[config.mk]
export PLATFORM = sky130hd
export DESIGN_NAME = fppc_flat_panel_pin_control
export DESIGN_NICKNAME = d
export VERILOG_FILES = /design/src/hw/fppc_pkg.sv /design/src/hw/fppc_flat_panel_pin_control.sv /design/src/hw/fppc_mod_gen.sv /design/src/hw/fppc_pin_bank.sv
export SDC_FILE = /design/constraint.sdc
export NUM_CORES = 1
export LEC_CHECK = 0
export ABC_AREA = 0
export BUFFER_PORTS_ARGS = -buffer_cell sky130_fd_sc_hd__buf_2
export CELL_PAD_IN_SITES_DETAIL_PLACEMENT = 1
export CELL_PAD_IN_SITES_GLOBAL_PLACEMENT = 1
export CORE_UTILIZATION = 41
export CTS_BUF_LIST = sky130_fd_sc_hd__clkbuf_4 sky130_fd_sc_hd__clkbuf_8
export DETAILED_ROUTE_END_ITERATION = 8
export GPL_TIMING_DRIVEN = 0
export PLACE_DENSITY = 0.9
export SLEW_MARGIN = 20
export SYNTH_ARGS = -nofsm -noshare
export SYNTH_HDL_FRONTEND = slang
export SYNTH_SLANG_ARGS = --single-unit
[constraint.sdc]
create_clock -name i_ref_clk -period 2.8 [get_ports i_ref_clk]
set_clock_uncertainty 0.05 [all_clocks]
set_input_delay 0.56 -clock i_ref_clk [delete_from_list [all_inputs] [get_ports i_ref_clk]]
set_output_delay 0.56 -clock i_ref_clk [all_outputs]
set_load 0.005 [all_outputs]
[src/hw/fppc_pkg.sv]
package fppc_pkg;

  // ****************************************
  // Register map
  // ****************************************
  localparam logic [11:0] FPPC_OFS_PIN_CTL_A = 12'h604;
  localparam logic [11:0] FPPC_OFS_PIN_OE = 12'h608;
  localparam logic [11:0] FPPC_OFS_PIN_IE = 12'h60C;
  localparam logic [11:0] FPPC_OFS_STN_CTL = 12'h610;
  localparam logic [11:0] FPPC_OFS_PIN_IN_DATA = 12'h624;
  localparam logic [31:0] FPPC_RST_REG = 32'h0000_0000;
  // Writable bits; reserved positions always read zero.
  localparam logic [31:0] FPPC_CTL_A_MASK = 32'h0FFF_FFFF;
  localparam logic [31:0] FPPC_PIN_MASK = 32'hFFFC_FCFF;

  // ****************************************
  // Field positions
  // ****************************************
  localparam int FPPC_B_PINS_OFF = 0;
  localparam int FPPC_B_MOD_EN = 3;
  localparam int FPPC_B_VS_SEL = 16;
  localparam int FPPC_B_LCLK_VB = 18;
  localparam int FPPC_B_ALT_VB = 19;
  localparam int FPPC_B_MOD_FALL = 20;
  localparam int FPPC_B_MOD_FRM_INV = 21;
  localparam int FPPC_B_MOD_HOLD = 22;
  localparam int FPPC_B_MOD_SRST = 23;
  localparam int FPPC_B_SCLK_DLY = 24;
  localparam int FPPC_B_EXT_LCLK = 27;
  localparam int FPPC_B_MOD_CNT = 24;
  localparam int FPPC_B_MOD_SRC = 31;
  localparam int FPPC_SCLK_DLY_MAX_NS = 7;

  // ****************************************
  // Pin positions in the pin vector
  // ****************************************
  localparam int FPPC_P_PWR_LOGIC = 0;
  localparam int FPPC_P_PWR_BIAS = 1;
  localparam int FPPC_P_SCLK = 24;
  localparam int FPPC_P_DE = 25;
  localparam int FPPC_P_HS = 26;
  localparam int FPPC_P_VS = 27;
  localparam int FPPC_P_MOD = 28;
  localparam int FPPC_P_LCLK = 29;
  localparam int FPPC_P_PULSE_OUT_ZERO = 30;
  localparam int FPPC_P_PULSE_OUT_ONE = 31;
  localparam logic [31:0] FPPC_DATA_PINS = 32'h00FC_FCFC;

  // ****************************************
  // Types
  // ****************************************
  typedef enum logic [1:0] {FPPC_VS_FLM, FPPC_VS_EARLY, FPPC_VS_LATE, FPPC_VS_TRAIL} fppc_vs_sel_t;

  typedef struct packed {
    logic line_clk;
    logic vblank;
    logic hsync;
    logic vsync;
    logic vs_early;
    logic vs_late;
    logic first_line_marker;
    logic frame_start;
    logic de;
    logic shift_clk;
  } fppc_timing_t;

  typedef struct packed {
    logic en;
    logic fall_edge;
    logic frame_inv;
    logic hold_mode;
    logic sync_rst;
    logic src_hsync;
    logic [6:0] half_m1;
  } fppc_mod_cfg_t;

  typedef struct packed {
    logic sync_q;
    logic [6:0] cnt;
    logic mod;
  } fppc_mod_st_t;

  typedef struct packed {
    logic [31:0] dout;
    logic [31:0] oe;
    logic [31:0] din;
  } fppc_pin_st_t;

  typedef struct packed {
    logic [31:0] ctl_a;
    logic [31:0] oe;
    logic [31:0] ie;
    logic [31:0] stn;
    logic [31:0] rdata;
    logic vb_q;
    logic first_line;
    logic lclk_q;
    logic hs_q;
    logic vs_trail;
  } fppc_main_st_t;

  function automatic logic fppc_edge(input logic now, input logic prev, input logic fall);
    fppc_edge = fall ? (prev & ~now) : (~prev & now);
  endfunction : fppc_edge

endpackage : fppc_pkg
[src/hw/fppc_flat_panel_pin_control.sv]
`timescale 1ns/100ps
`default_nettype none
module fppc_flat_panel_pin_control
  import fppc_pkg::*;
(
  input wire logic i_ref_clk, // 10 MHz clock
  input wire logic i_rstn, // synchronous reset, active low
  input wire logic [11:0] i_addr, // register byte address
  input wire logic [31:0] i_wdata, // register write data
  input wire logic i_wr, // write strobe
  input wire logic i_rd, // read strobe
  output logic [31:0] o_rdata, // read data, cycle after strobe
  input wire fppc_timing_t i_tim, // internal panel timing levels
  input wire logic i_lclk_act_low, // line clock polarity, 1 = active low
  input wire logic i_alt_to_pulse_out_one, // route alternate line clock to pulse pin one
  input wire logic i_pulse_out_zero, // pulse generator zero level
  input wire logic i_pulse_out_one, // pulse generator one level
  input wire logic i_pwr_logic, // logic power-enable level
  input wire logic i_pwr_bias, // bias power-enable level
  input wire logic [31:0] i_pix, // panel data, used at data pin positions
  input wire logic i_mod_hold, // modulation hold signal
  input wire logic [31:0] i_pin_in, // pad input levels
  output logic [31:0] o_pin_out, // pad output values
  output logic [31:0] o_pin_oe, // pad output enables, high drives
  output logic [2:0] o_sclk_delay // shift clock pad delay code
);

  // ****************************************
  // State
  // ****************************************
  fppc_main_st_t s_r;
  fppc_main_st_t s_nxt;
  fppc_mod_cfg_t mod_cfg;
  fppc_vs_sel_t vs_sel;
  logic [31:0] pin_din;
  logic [31:0] pin_val;
  logic mod_out;
  logic lclk_fall;
  logic hs_fall;
  logic lclk_ok;
  logic alt_ok;
  logic lclk_g;
  logic alt_g;
  logic vs_pin;

  // ****************************************
  // Register access and blank tracking
  // ****************************************
  always_comb begin
    s_nxt = s_r;
    s_nxt.rdata = 32'h0000_0000;
    if (i_wr) begin
      case (i_addr)
        FPPC_OFS_PIN_CTL_A: begin
          s_nxt.ctl_a = i_wdata & FPPC_CTL_A_MASK;
        end
        FPPC_OFS_PIN_OE: begin
          s_nxt.oe = i_wdata & FPPC_PIN_MASK;
        end
        FPPC_OFS_PIN_IE: begin
          s_nxt.ie = i_wdata & FPPC_PIN_MASK;
        end
        FPPC_OFS_STN_CTL: begin
          s_nxt.stn = i_wdata;
        end
        default: begin
        end
      endcase
    end
    if (i_rd) begin
      case (i_addr)
        FPPC_OFS_PIN_CTL_A: begin
          s_nxt.rdata = s_r.ctl_a;
        end
        FPPC_OFS_PIN_OE: begin
          s_nxt.rdata = s_r.oe;
        end
        FPPC_OFS_PIN_IE: begin
          s_nxt.rdata = s_r.ie;
        end
        FPPC_OFS_STN_CTL: begin
          s_nxt.rdata = s_r.stn;
        end
        FPPC_OFS_PIN_IN_DATA: begin
          s_nxt.rdata = pin_din;
        end
        default: begin
          s_nxt.rdata = 32'h0000_0000;
        end
      endcase
    end
    // The first blank line ends at the first line clock falling edge after the cycle vblank rises.
    lclk_fall = fppc_edge(i_tim.line_clk, s_r.lclk_q, 1'b1);
    hs_fall = fppc_edge(i_tim.hsync, s_r.hs_q, 1'b1);
    s_nxt.vb_q = i_tim.vblank;
    s_nxt.lclk_q = i_tim.line_clk;
    s_nxt.hs_q = i_tim.hsync;
    if (!i_tim.vblank) begin
      s_nxt.first_line = 1'b0;
    end else if (!s_r.vb_q) begin
      s_nxt.first_line = 1'b1;
    end else if (lclk_fall) begin
      s_nxt.first_line = 1'b0;
    end
    if (hs_fall) begin
      s_nxt.vs_trail = i_tim.vsync;
    end
  end

  always_ff @(posedge i_ref_clk) begin
    if (!i_rstn) begin
      s_r <= '0;
    end else begin
      s_r <= s_nxt;
    end
  end

  assign o_rdata = s_r.rdata;

  // ****************************************
  // Line clock gating in vertical blank
  // ****************************************
  // The first blank line counts as the first line even in the cycle vblank rises, before first_line is set.
  always_comb begin
    lclk_ok = !i_tim.vblank || s_r.ctl_a[FPPC_B_LCLK_VB]
      || ((s_r.first_line || !s_r.vb_q) && s_r.ctl_a[FPPC_B_EXT_LCLK]);
    alt_ok = !i_tim.vblank || s_r.ctl_a[FPPC_B_ALT_VB]
      || ((s_r.first_line || !s_r.vb_q) && s_r.ctl_a[FPPC_B_EXT_LCLK]);
    lclk_g = lclk_ok ? i_tim.line_clk : i_lclk_act_low;
    alt_g = alt_ok ? i_tim.line_clk : i_lclk_act_low;
  end

  // ****************************************
  // Modulation generator
  // ****************************************
  always_comb begin
    mod_cfg.en = s_r.ctl_a[FPPC_B_MOD_EN];
    mod_cfg.fall_edge = s_r.ctl_a[FPPC_B_MOD_FALL];
    mod_cfg.frame_inv = s_r.ctl_a[FPPC_B_MOD_FRM_INV];
    mod_cfg.hold_mode = s_r.ctl_a[FPPC_B_MOD_HOLD];
    mod_cfg.sync_rst = s_r.ctl_a[FPPC_B_MOD_SRST];
    mod_cfg.src_hsync = s_r.stn[FPPC_B_MOD_SRC];
    mod_cfg.half_m1 = s_r.stn[FPPC_B_MOD_CNT +: 7];
  end

  fppc_mod_gen u_mod (
    .i_ref_clk(i_ref_clk),
    .i_rstn(i_rstn),
    .i_cfg(mod_cfg),
    .i_vsync(i_tim.vsync),
    .i_hsync(i_tim.hsync),
    .i_frame_start(i_tim.frame_start),
    .i_hold(i_mod_hold),
    .o_mod(mod_out)
  );

  // ****************************************
  // Pin vector
  // ****************************************
  always_comb begin
    vs_sel = fppc_vs_sel_t'(s_r.ctl_a[FPPC_B_VS_SEL +: 2]);
    case (vs_sel)
      FPPC_VS_FLM: vs_pin = i_tim.first_line_marker;
      FPPC_VS_EARLY: vs_pin = i_tim.vs_early;
      FPPC_VS_LATE: vs_pin = i_tim.vs_late;
      FPPC_VS_TRAIL: vs_pin = s_r.vs_trail;
      default: vs_pin = i_tim.vsync;
    endcase
    pin_val = i_pix & FPPC_DATA_PINS;
    pin_val[FPPC_P_SCLK] = i_tim.shift_clk;
    pin_val[FPPC_P_DE] = i_tim.de;
    pin_val[FPPC_P_HS] = i_tim.hsync;
    pin_val[FPPC_P_VS] = vs_pin;
    pin_val[FPPC_P_MOD] = mod_out;
    pin_val[FPPC_P_LCLK] = lclk_g;
    // Panel-disable forces data and control pins low; power and pulse pins stay live.
    if (s_r.ctl_a[FPPC_B_PINS_OFF]) begin
      pin_val = 32'h0000_0000;
    end
    pin_val[FPPC_P_PWR_LOGIC] = i_pwr_logic;
    pin_val[FPPC_P_PWR_BIAS] = i_pwr_bias;
    pin_val[FPPC_P_PULSE_OUT_ZERO] = i_pulse_out_zero;
    pin_val[FPPC_P_PULSE_OUT_ONE] = i_alt_to_pulse_out_one ? alt_g : i_pulse_out_one;
  end

  fppc_pin_bank u_pins (
    .i_ref_clk(i_ref_clk),
    .i_rstn(i_rstn),
    .i_dout(pin_val),
    .i_oe_en(s_r.oe),
    .i_ie_en(s_r.ie),
    .i_pin_in(i_pin_in),
    .o_pin_out(o_pin_out),
    .o_pin_oe(o_pin_oe),
    .o_din(pin_din)
  );

  // The delay itself is a pad cell; this block only holds its code.
  assign o_sclk_delay = s_r.ctl_a[FPPC_B_SCLK_DLY +: 3];

endmodule : fppc_flat_panel_pin_control
`default_nettype wire

[src/hw/fppc_mod_gen.sv]
`timescale 1ns/100ps
`default_nettype none
module fppc_mod_gen
  import fppc_pkg::*;
(
  input wire logic i_ref_clk, // 10 MHz clock
  input wire logic i_rstn, // synchronous reset, active low
  input wire fppc_mod_cfg_t i_cfg, // modulation settings
  input wire logic i_vsync, // internal vertical sync
  input wire logic i_hsync, // internal horizontal sync
  input wire logic i_frame_start, // one-cycle frame start pulse
  input wire logic i_hold, // modulation hold signal level
  output logic o_mod // modulation output
);

  fppc_mod_st_t s_r;
  fppc_mod_st_t s_nxt;
  logic src;
  logic tick;

  always_comb begin
    s_nxt = s_r;
    src = i_cfg.src_hsync ? i_hsync : i_vsync;
    tick = fppc_edge(src, s_r.sync_q, i_cfg.fall_edge);
    s_nxt.sync_q = src;
    if (!i_cfg.en) begin
      s_nxt.mod = 1'b0;
      s_nxt.cnt = 7'h00;
    end else if (i_frame_start && i_cfg.sync_rst) begin
      s_nxt.mod = 1'b0;
      s_nxt.cnt = 7'h00;
    end else begin
      if (tick) begin
        if (i_cfg.hold_mode) begin
          if (!i_hold) begin
            s_nxt.mod = ~s_r.mod;
          end
        end else if (s_r.cnt >= i_cfg.half_m1) begin
          s_nxt.cnt = 7'h00;
          s_nxt.mod = ~s_r.mod;
        end else begin
          s_nxt.cnt = s_r.cnt + 7'h01;
        end
      end
      // A forced frame flip composes with a count flip in the same cycle.
      if (i_frame_start && i_cfg.frame_inv) begin
        s_nxt.mod = ~s_nxt.mod;
      end
    end
  end

  always_ff @(posedge i_ref_clk) begin
    if (!i_rstn) begin
      s_r <= '0;
    end else begin
      s_r <= s_nxt;
    end
  end

  assign o_mod = s_r.mod;

endmodule : fppc_mod_gen
`default_nettype wire

[src/hw/fppc_pin_bank.sv]
`timescale 1ns/100ps
`default_nettype none
module fppc_pin_bank
  import fppc_pkg::*;
(
  input wire logic i_ref_clk, // 10 MHz clock
  input wire logic i_rstn, // synchronous reset, active low
  input wire logic [31:0] i_dout, // pin values to drive
  input wire logic [31:0] i_oe_en, // output buffer enables
  input wire logic [31:0] i_ie_en, // input buffer enables
  input wire logic [31:0] i_pin_in, // pin levels seen at the pads
  output logic [31:0] o_pin_out, // registered pin values
  output logic [31:0] o_pin_oe, // registered output enables
  output logic [31:0] o_din // gated pin levels for readback
);

  fppc_pin_st_t s_r;
  fppc_pin_st_t s_nxt;

  always_comb begin
    s_nxt.dout = i_dout;
    s_nxt.oe = i_oe_en & FPPC_PIN_MASK;
    s_nxt.din = i_pin_in & i_ie_en & FPPC_PIN_MASK;
  end

  always_ff @(posedge i_ref_clk) begin
    if (!i_rstn) begin
      s_r <= '0;
    end else begin
      s_r <= s_nxt;
    end
  end

  assign o_pin_out = s_r.dout;
  assign o_pin_oe = s_r.oe;
  assign o_din = s_r.din;

endmodule : fppc_pin_bank
`default_nettype wire

[Word-level counts from Yosys, hierarchy flattened]
Cells that the tools add are included.
W data, S select, Z words.
Operators by class
  add/subtract/negate cells: 1
  order comparisons: 1
  equal/unequal tests: 11
  multiplexer cells: 19
  bitwise gates (word level): 13
  reduce and logical (&&, ||, !) cells: 20
Operators with widths (number)
  $pmux W32 S5: 1
  $eq A12 B11 Y1 const B: 5
  $and A32 B32 Y32: 1
  $mux W30: 1
  $mux W8: 3
  $mux W7: 2
  $reduce_and A2 Y1: 7
  $mux W1: 11
  $not A1 Y1: 8
  $add A7 B1 Y7 const B: 1
  $ge A7 B7 Y1: 1
  $logic_or A1 B1 Y1: 5
  $and A1 B1 Y1: 4
  $eq A2 B2 Y1 const B: 2
  $pmux W1 S4: 1
  $logic_and A1 B1 Y1: 3
  $ne A3 B1 Y1 const B: 1
  $ne A3 B2 Y1 const B: 1
  $reduce_or A3 Y1: 1
  $eq A2 B1 Y1 const B: 1
  $logic_not A1 Y1: 2
  $logic_not A2 Y1: 1
  $ne A2 B1 Y1 const B: 1
  $reduce_or A2 Y1: 1
Word-level totals
  bits in registers: 258
  input bits: 129

[Longest topological paths before layout]
  word-level depth: 9
  depth in mapped cells: 8
  depth with buffers taken out: 7

[Modules after synthesis]
A second synthesis with hierarchy kept.
Second synthesis, totals
  cells, all modules: 1084
  area total of the unflattened synthesis: 10048.4 um^2
By module, submodules not included
  fppc_flat_panel_pin_control: times used 1, cells each 804, area an instance 6920.4 um^2, seq. area each 3062.9 um^2
  fppc_pin_bank: times used 1, cells each 194, area an instance 2447.3 um^2, seq. area each 1761.7 um^2
  fppc_mod_gen: times used 1, cells each 86, area an instance 680.7 um^2, seq. area each 180.2 um^2

[Worst setup path before layout]
No wires, ideal clock.
  path kind: in2reg
  from: in i_addr[11]
  to: reg s_r (netlist bit mod_cfg[10])
  library setup time: 132 ps
  arrival: 2121 ps
  path slack: 497 ps
  stages: 7
  path through: or4b_1 > buf_4 > nor4_4 > nand2_2 > clkbuf_1 > nand2_1 > a21oi_1
On the way
  cells in the longest elaborated chain, start to end: 2
RTL lines
  start, declared: line fppc_flat_panel_pin_control.sv:8  | input wire logic [11:0] i_addr,
  $eq A12 B11 Y1: line fppc_flat_panel_pin_control.sv:53  | case (i_addr)
  $reduce_and A2 Y1 (no line)
  end signal, assigned: line fppc_flat_panel_pin_control.sv:114  | s_r <= s_nxt;
  end, declared: line fppc_flat_panel_pin_control.sv:31  | fppc_main_st_t s_r;
No other way between the ends.
A chain may end at the register's enable or synchronous reset.

[Worst setup path in the final report]
  from: in i_addr[7]
  to: reg s_r[93] (netlist bit)
Same word-level chain as after synthesis.

==> results.sh <==
export IMPL_cts_root_buf="clkbuf_8"
export IMPL_io_buffers=199
export IMPL_tightestPinTransition_ns=0.781
export IMPL_wl_per_cell_um=20.3
export IMPL_path_clk_slew_ns=0.07
export IMPL_grt_setup_unrepaired="false"
export IMPL_period_minus_slack_ns=2.51
export IMPL_via_per_inst=5.47
export IMPL_first_iter_violations=705
export IMPL_cts_buffer_depth=3
export IMPL_post_cts_buffers=0
export IMPL_synth_cells=1024
export IMPL_core_mm2=0.0221
export IMPL_track_usage=0.274
export IMPL_worst_hold_path_type="in2reg"
export IMPL_arrival_ns=2.86
export IMPL_synth_compound_area_frac=0.126
export IMPL_synth_xor_area_frac=0.00750
export IMPL_synth_edf_count=0
export IMPL_die_area_mm2=0.0234
export IMPL_htree_levels=2
export IMPL_synth_top_area_frac=0.527
export IMPL_leakagePower_nw=4.81
export IMPL_synthTopCellsByArea="dfxtp_1, nand2_1, a21oi_1"
export IMPL_synthSimpleGateAreaFrac=0.213
export IMPL_relSlewSlack=0.479
export IMPL_place_congestion=0.839
export IMPL_cts_sinks=246
export IMPL_placed_cell_area_mm2=0.0107
export IMPL_design_area_mm2=0.0115
export IMPL_numCtsBuffers=40
export IMPL_area_delta_synth_final_pct=23.1
export IMPL_power_density_mw_per_mm2=606
export IMPL_synthFlopType="dfxtp_1"
export IMPL_start_util=0.423
export IMPL_ys_seq_area_frac=0.527
export IMPL_row_count=54
export IMPL_synth_fa_ha_area_frac=0.0107
export IMPL_grt_pass1_vias=9077
export IMPL_crit_type="in2reg"
export IMPL_synth_top_family_by_area="simple AND/OR/NAND/NOR gates"
export IMPL_whs_ns=0.148
export IMPL_drc=0
export IMPL_status="complete, no violations"
export IMPL_ys_warn_count=0
export IMPL_synth_cell_types=51
export IMPL_hpwl_um=22500
export IMPL_syn_avg_cell_area_um2=9.12
export IMPL_synth_top_cell_by_area="dfxtp_1"
export IMPL_nNetsFinal=1409
export IMPL_clock_latency_ns=0.56
export IMPL_fp_dieW_um=153
export IMPL_slew_viol_final=0
export IMPL_drive_gt1_frac=0.284
export IMPL_hold_viol_final=0
export IMPL_vias=8634
export IMPL_grt_pass1_wl_um=49600
export IMPL_antenna_found_initial=2
export IMPL_grt_ovfl_total=0
export IMPL_muxShareOfSynthArea=0.0376
export IMPL_synth_seq_cells=246
export IMPL_antenna_left=0
export IMPL_vdd_drop_max_v=0.000299
export IMPL_wirelength_um=31900
export IMPL_cts_resized=0
export IMPL_fin_crit_sh=0.898
export IMPL_die_h_um=153
export IMPL_startpoint_type="primary input"
export IMPL_critPathMaxFanout=10
export IMPL_crit_required_ns=3.14
export IMPL_pin_count=228
export IMPL_drt_first_pass_iters=7
export IMPL_end_kind="flop"
export IMPL_setup_viol=0
export IMPL_synthArstFlopShare=0
export IMPL_max_freq_mhz=398
export IMPL_max_cap_violations=0
export IMPL_hold_buffers=0
export IMPL_cts_tree="yes"
export IMPL_fill_cells=2610
export IMPL_synth_area_mm2=0.00934
export IMPL_grt_max_degree=12
-- through the flow --
step | TNS [ns] | utilization | instances | setup WS, ns | power (mW)
after global routing | 0 | 0.521 | 1576 | 0.255 | 7.18
after floorplan | 0 | - | 1031 | 0.497 | 3.72
after CTS | 0 | 0.521 | 1575 | 0.342 | 7.00
after detailed placement | -9.13 | 0.485 | 1510 | -0.181 | 3.91
final | 0 | 0.521 | 1577 | 0.286 | 6.98
after global placement | -5.69 | 0.485 | 1510 | -0.203 | 3.90
-- cells in the final DEF, fill, tap and decap left out, drive strengths merged, types with 2 or more instances in the layout --
master,instances
a21oi,141
nand2b,4
nand4,3
nor2,23
a221oi,4
o21ai,6
and2,62
and3,30
or2,2
nor3,5
a21o,3
inv,13
o2111ai,2
nand2,210
or4b,3
o211ai,2
conb,8
a222oi,24
nand3,58
clkbuf,102
diode,2
a22oi,4
a32o,4
xnor2,2
mux2,23
xor2,6
ha,8
nor2b,2
mux2i,7
dfxtp,246
buf,272
nor4,4
-- routing by layer --
metal / global-route usage / wire length [µm] / part of all wire
met1: 0.317 / 12500 / 0.39
met2: 0.478 / 15700 / 0.49
met3: 0.0561 / 2400 / 0.075
met4: 0.143 / 1290 / 0.041
met5: 0 / 0 / 0
-- final timing paths --
check | end | cells after the start | start | slack, ns
worst min register to register | s_r[3] | 1 | s_r[4] | 0.39
worst max register to register | u_mod.s_r[2] | 5 | mod_cfg[7] | 0.80
worst max-delay path | s_r[93] | 8 | i_addr[7] | 0.29
worst min-delay path | u_pins.o_pin_out[22] | 2 | i_pix[22] | 0.15
-- synthesized netlist by cell type, types with 7 or more instances --
library cell,number
dfxtp_1,246
nand2_1,209
a21oi_1,141
and2_1,62
nand3_1,58
buf_4,49
clkbuf_1,41
and3_1,30
a222oi_1,24
mux2_2,23
nor2_1,23
buf_2,15
inv_1,10
ha_1,8
mux2i_1,7
-- area by class of cell --
| cell class | count | area, µm² | area share |
|---|---|---|---|
| Sequential cell | 246 | 4920 | 0.428 |
| Multi-Input combinational cell | 661 | 3720 | 0.323 |
| Timing Repair Buffer | 199 | 996 | 0.0866 |
| Clock buffer | 61 | 752 | 0.0654 |
| Buffer | 114 | 687 | 0.0597 |
| Tap cell | 280 | 350 | 0.0305 |
| Inverter | 10 | 37.5 | 0.00326 |
| Clock inverter | 4 | 31.3 | 0.00272 |
| Antenna cell | 2 | 5.00 | 0.000435 |
-- worst max-delay path, stage by stage --
cell and delay [ns]:
buf_2 0.09, or4b_1 0.55, buf_2 0.21, nor3_4 0.28, nand4_2 0.36, clkbuf_1 0.42, nand2_1 0.23, a21oi_1 0.13
-- cell families after synthesis --
| kind of cell | Yosys count |
|---|---|
| XOR/XNOR | 8 |
| multiplexers | 31 |
| adder cells (fa/ha/maj) | 8 |
| flip-flops | 246 |
| other | 1 |
| buffers and inverters | 124 |
| AO/OA/AOI/OAI | 195 |
| AND/OR/NAND/NOR | 411 |
-- power breakdown --
part           leakage, nW  internal [mW]  total [mW]  switching (mW)
Combinational         2.40          0.114       0.302           0.188
Clock                0.420           1.71        3.14            1.43
Sequential            1.99           3.53        3.53         0.00624
Total                 4.81           5.35        6.98            1.63
-- sequential cells by signal, indices dropped and copies added (netlist names) --
register and cells:
o_rdata 32, u_mod.o_mod 1, u_mod.s_r 8, u_pins.o_pin_out 28
o_sclk_delay 3, u_pins.o_din 28, mod_cfg 13, s_r 105
u_pins.o_pin_oe 28
No activity file was read; power rests on OpenSTA's default activity.
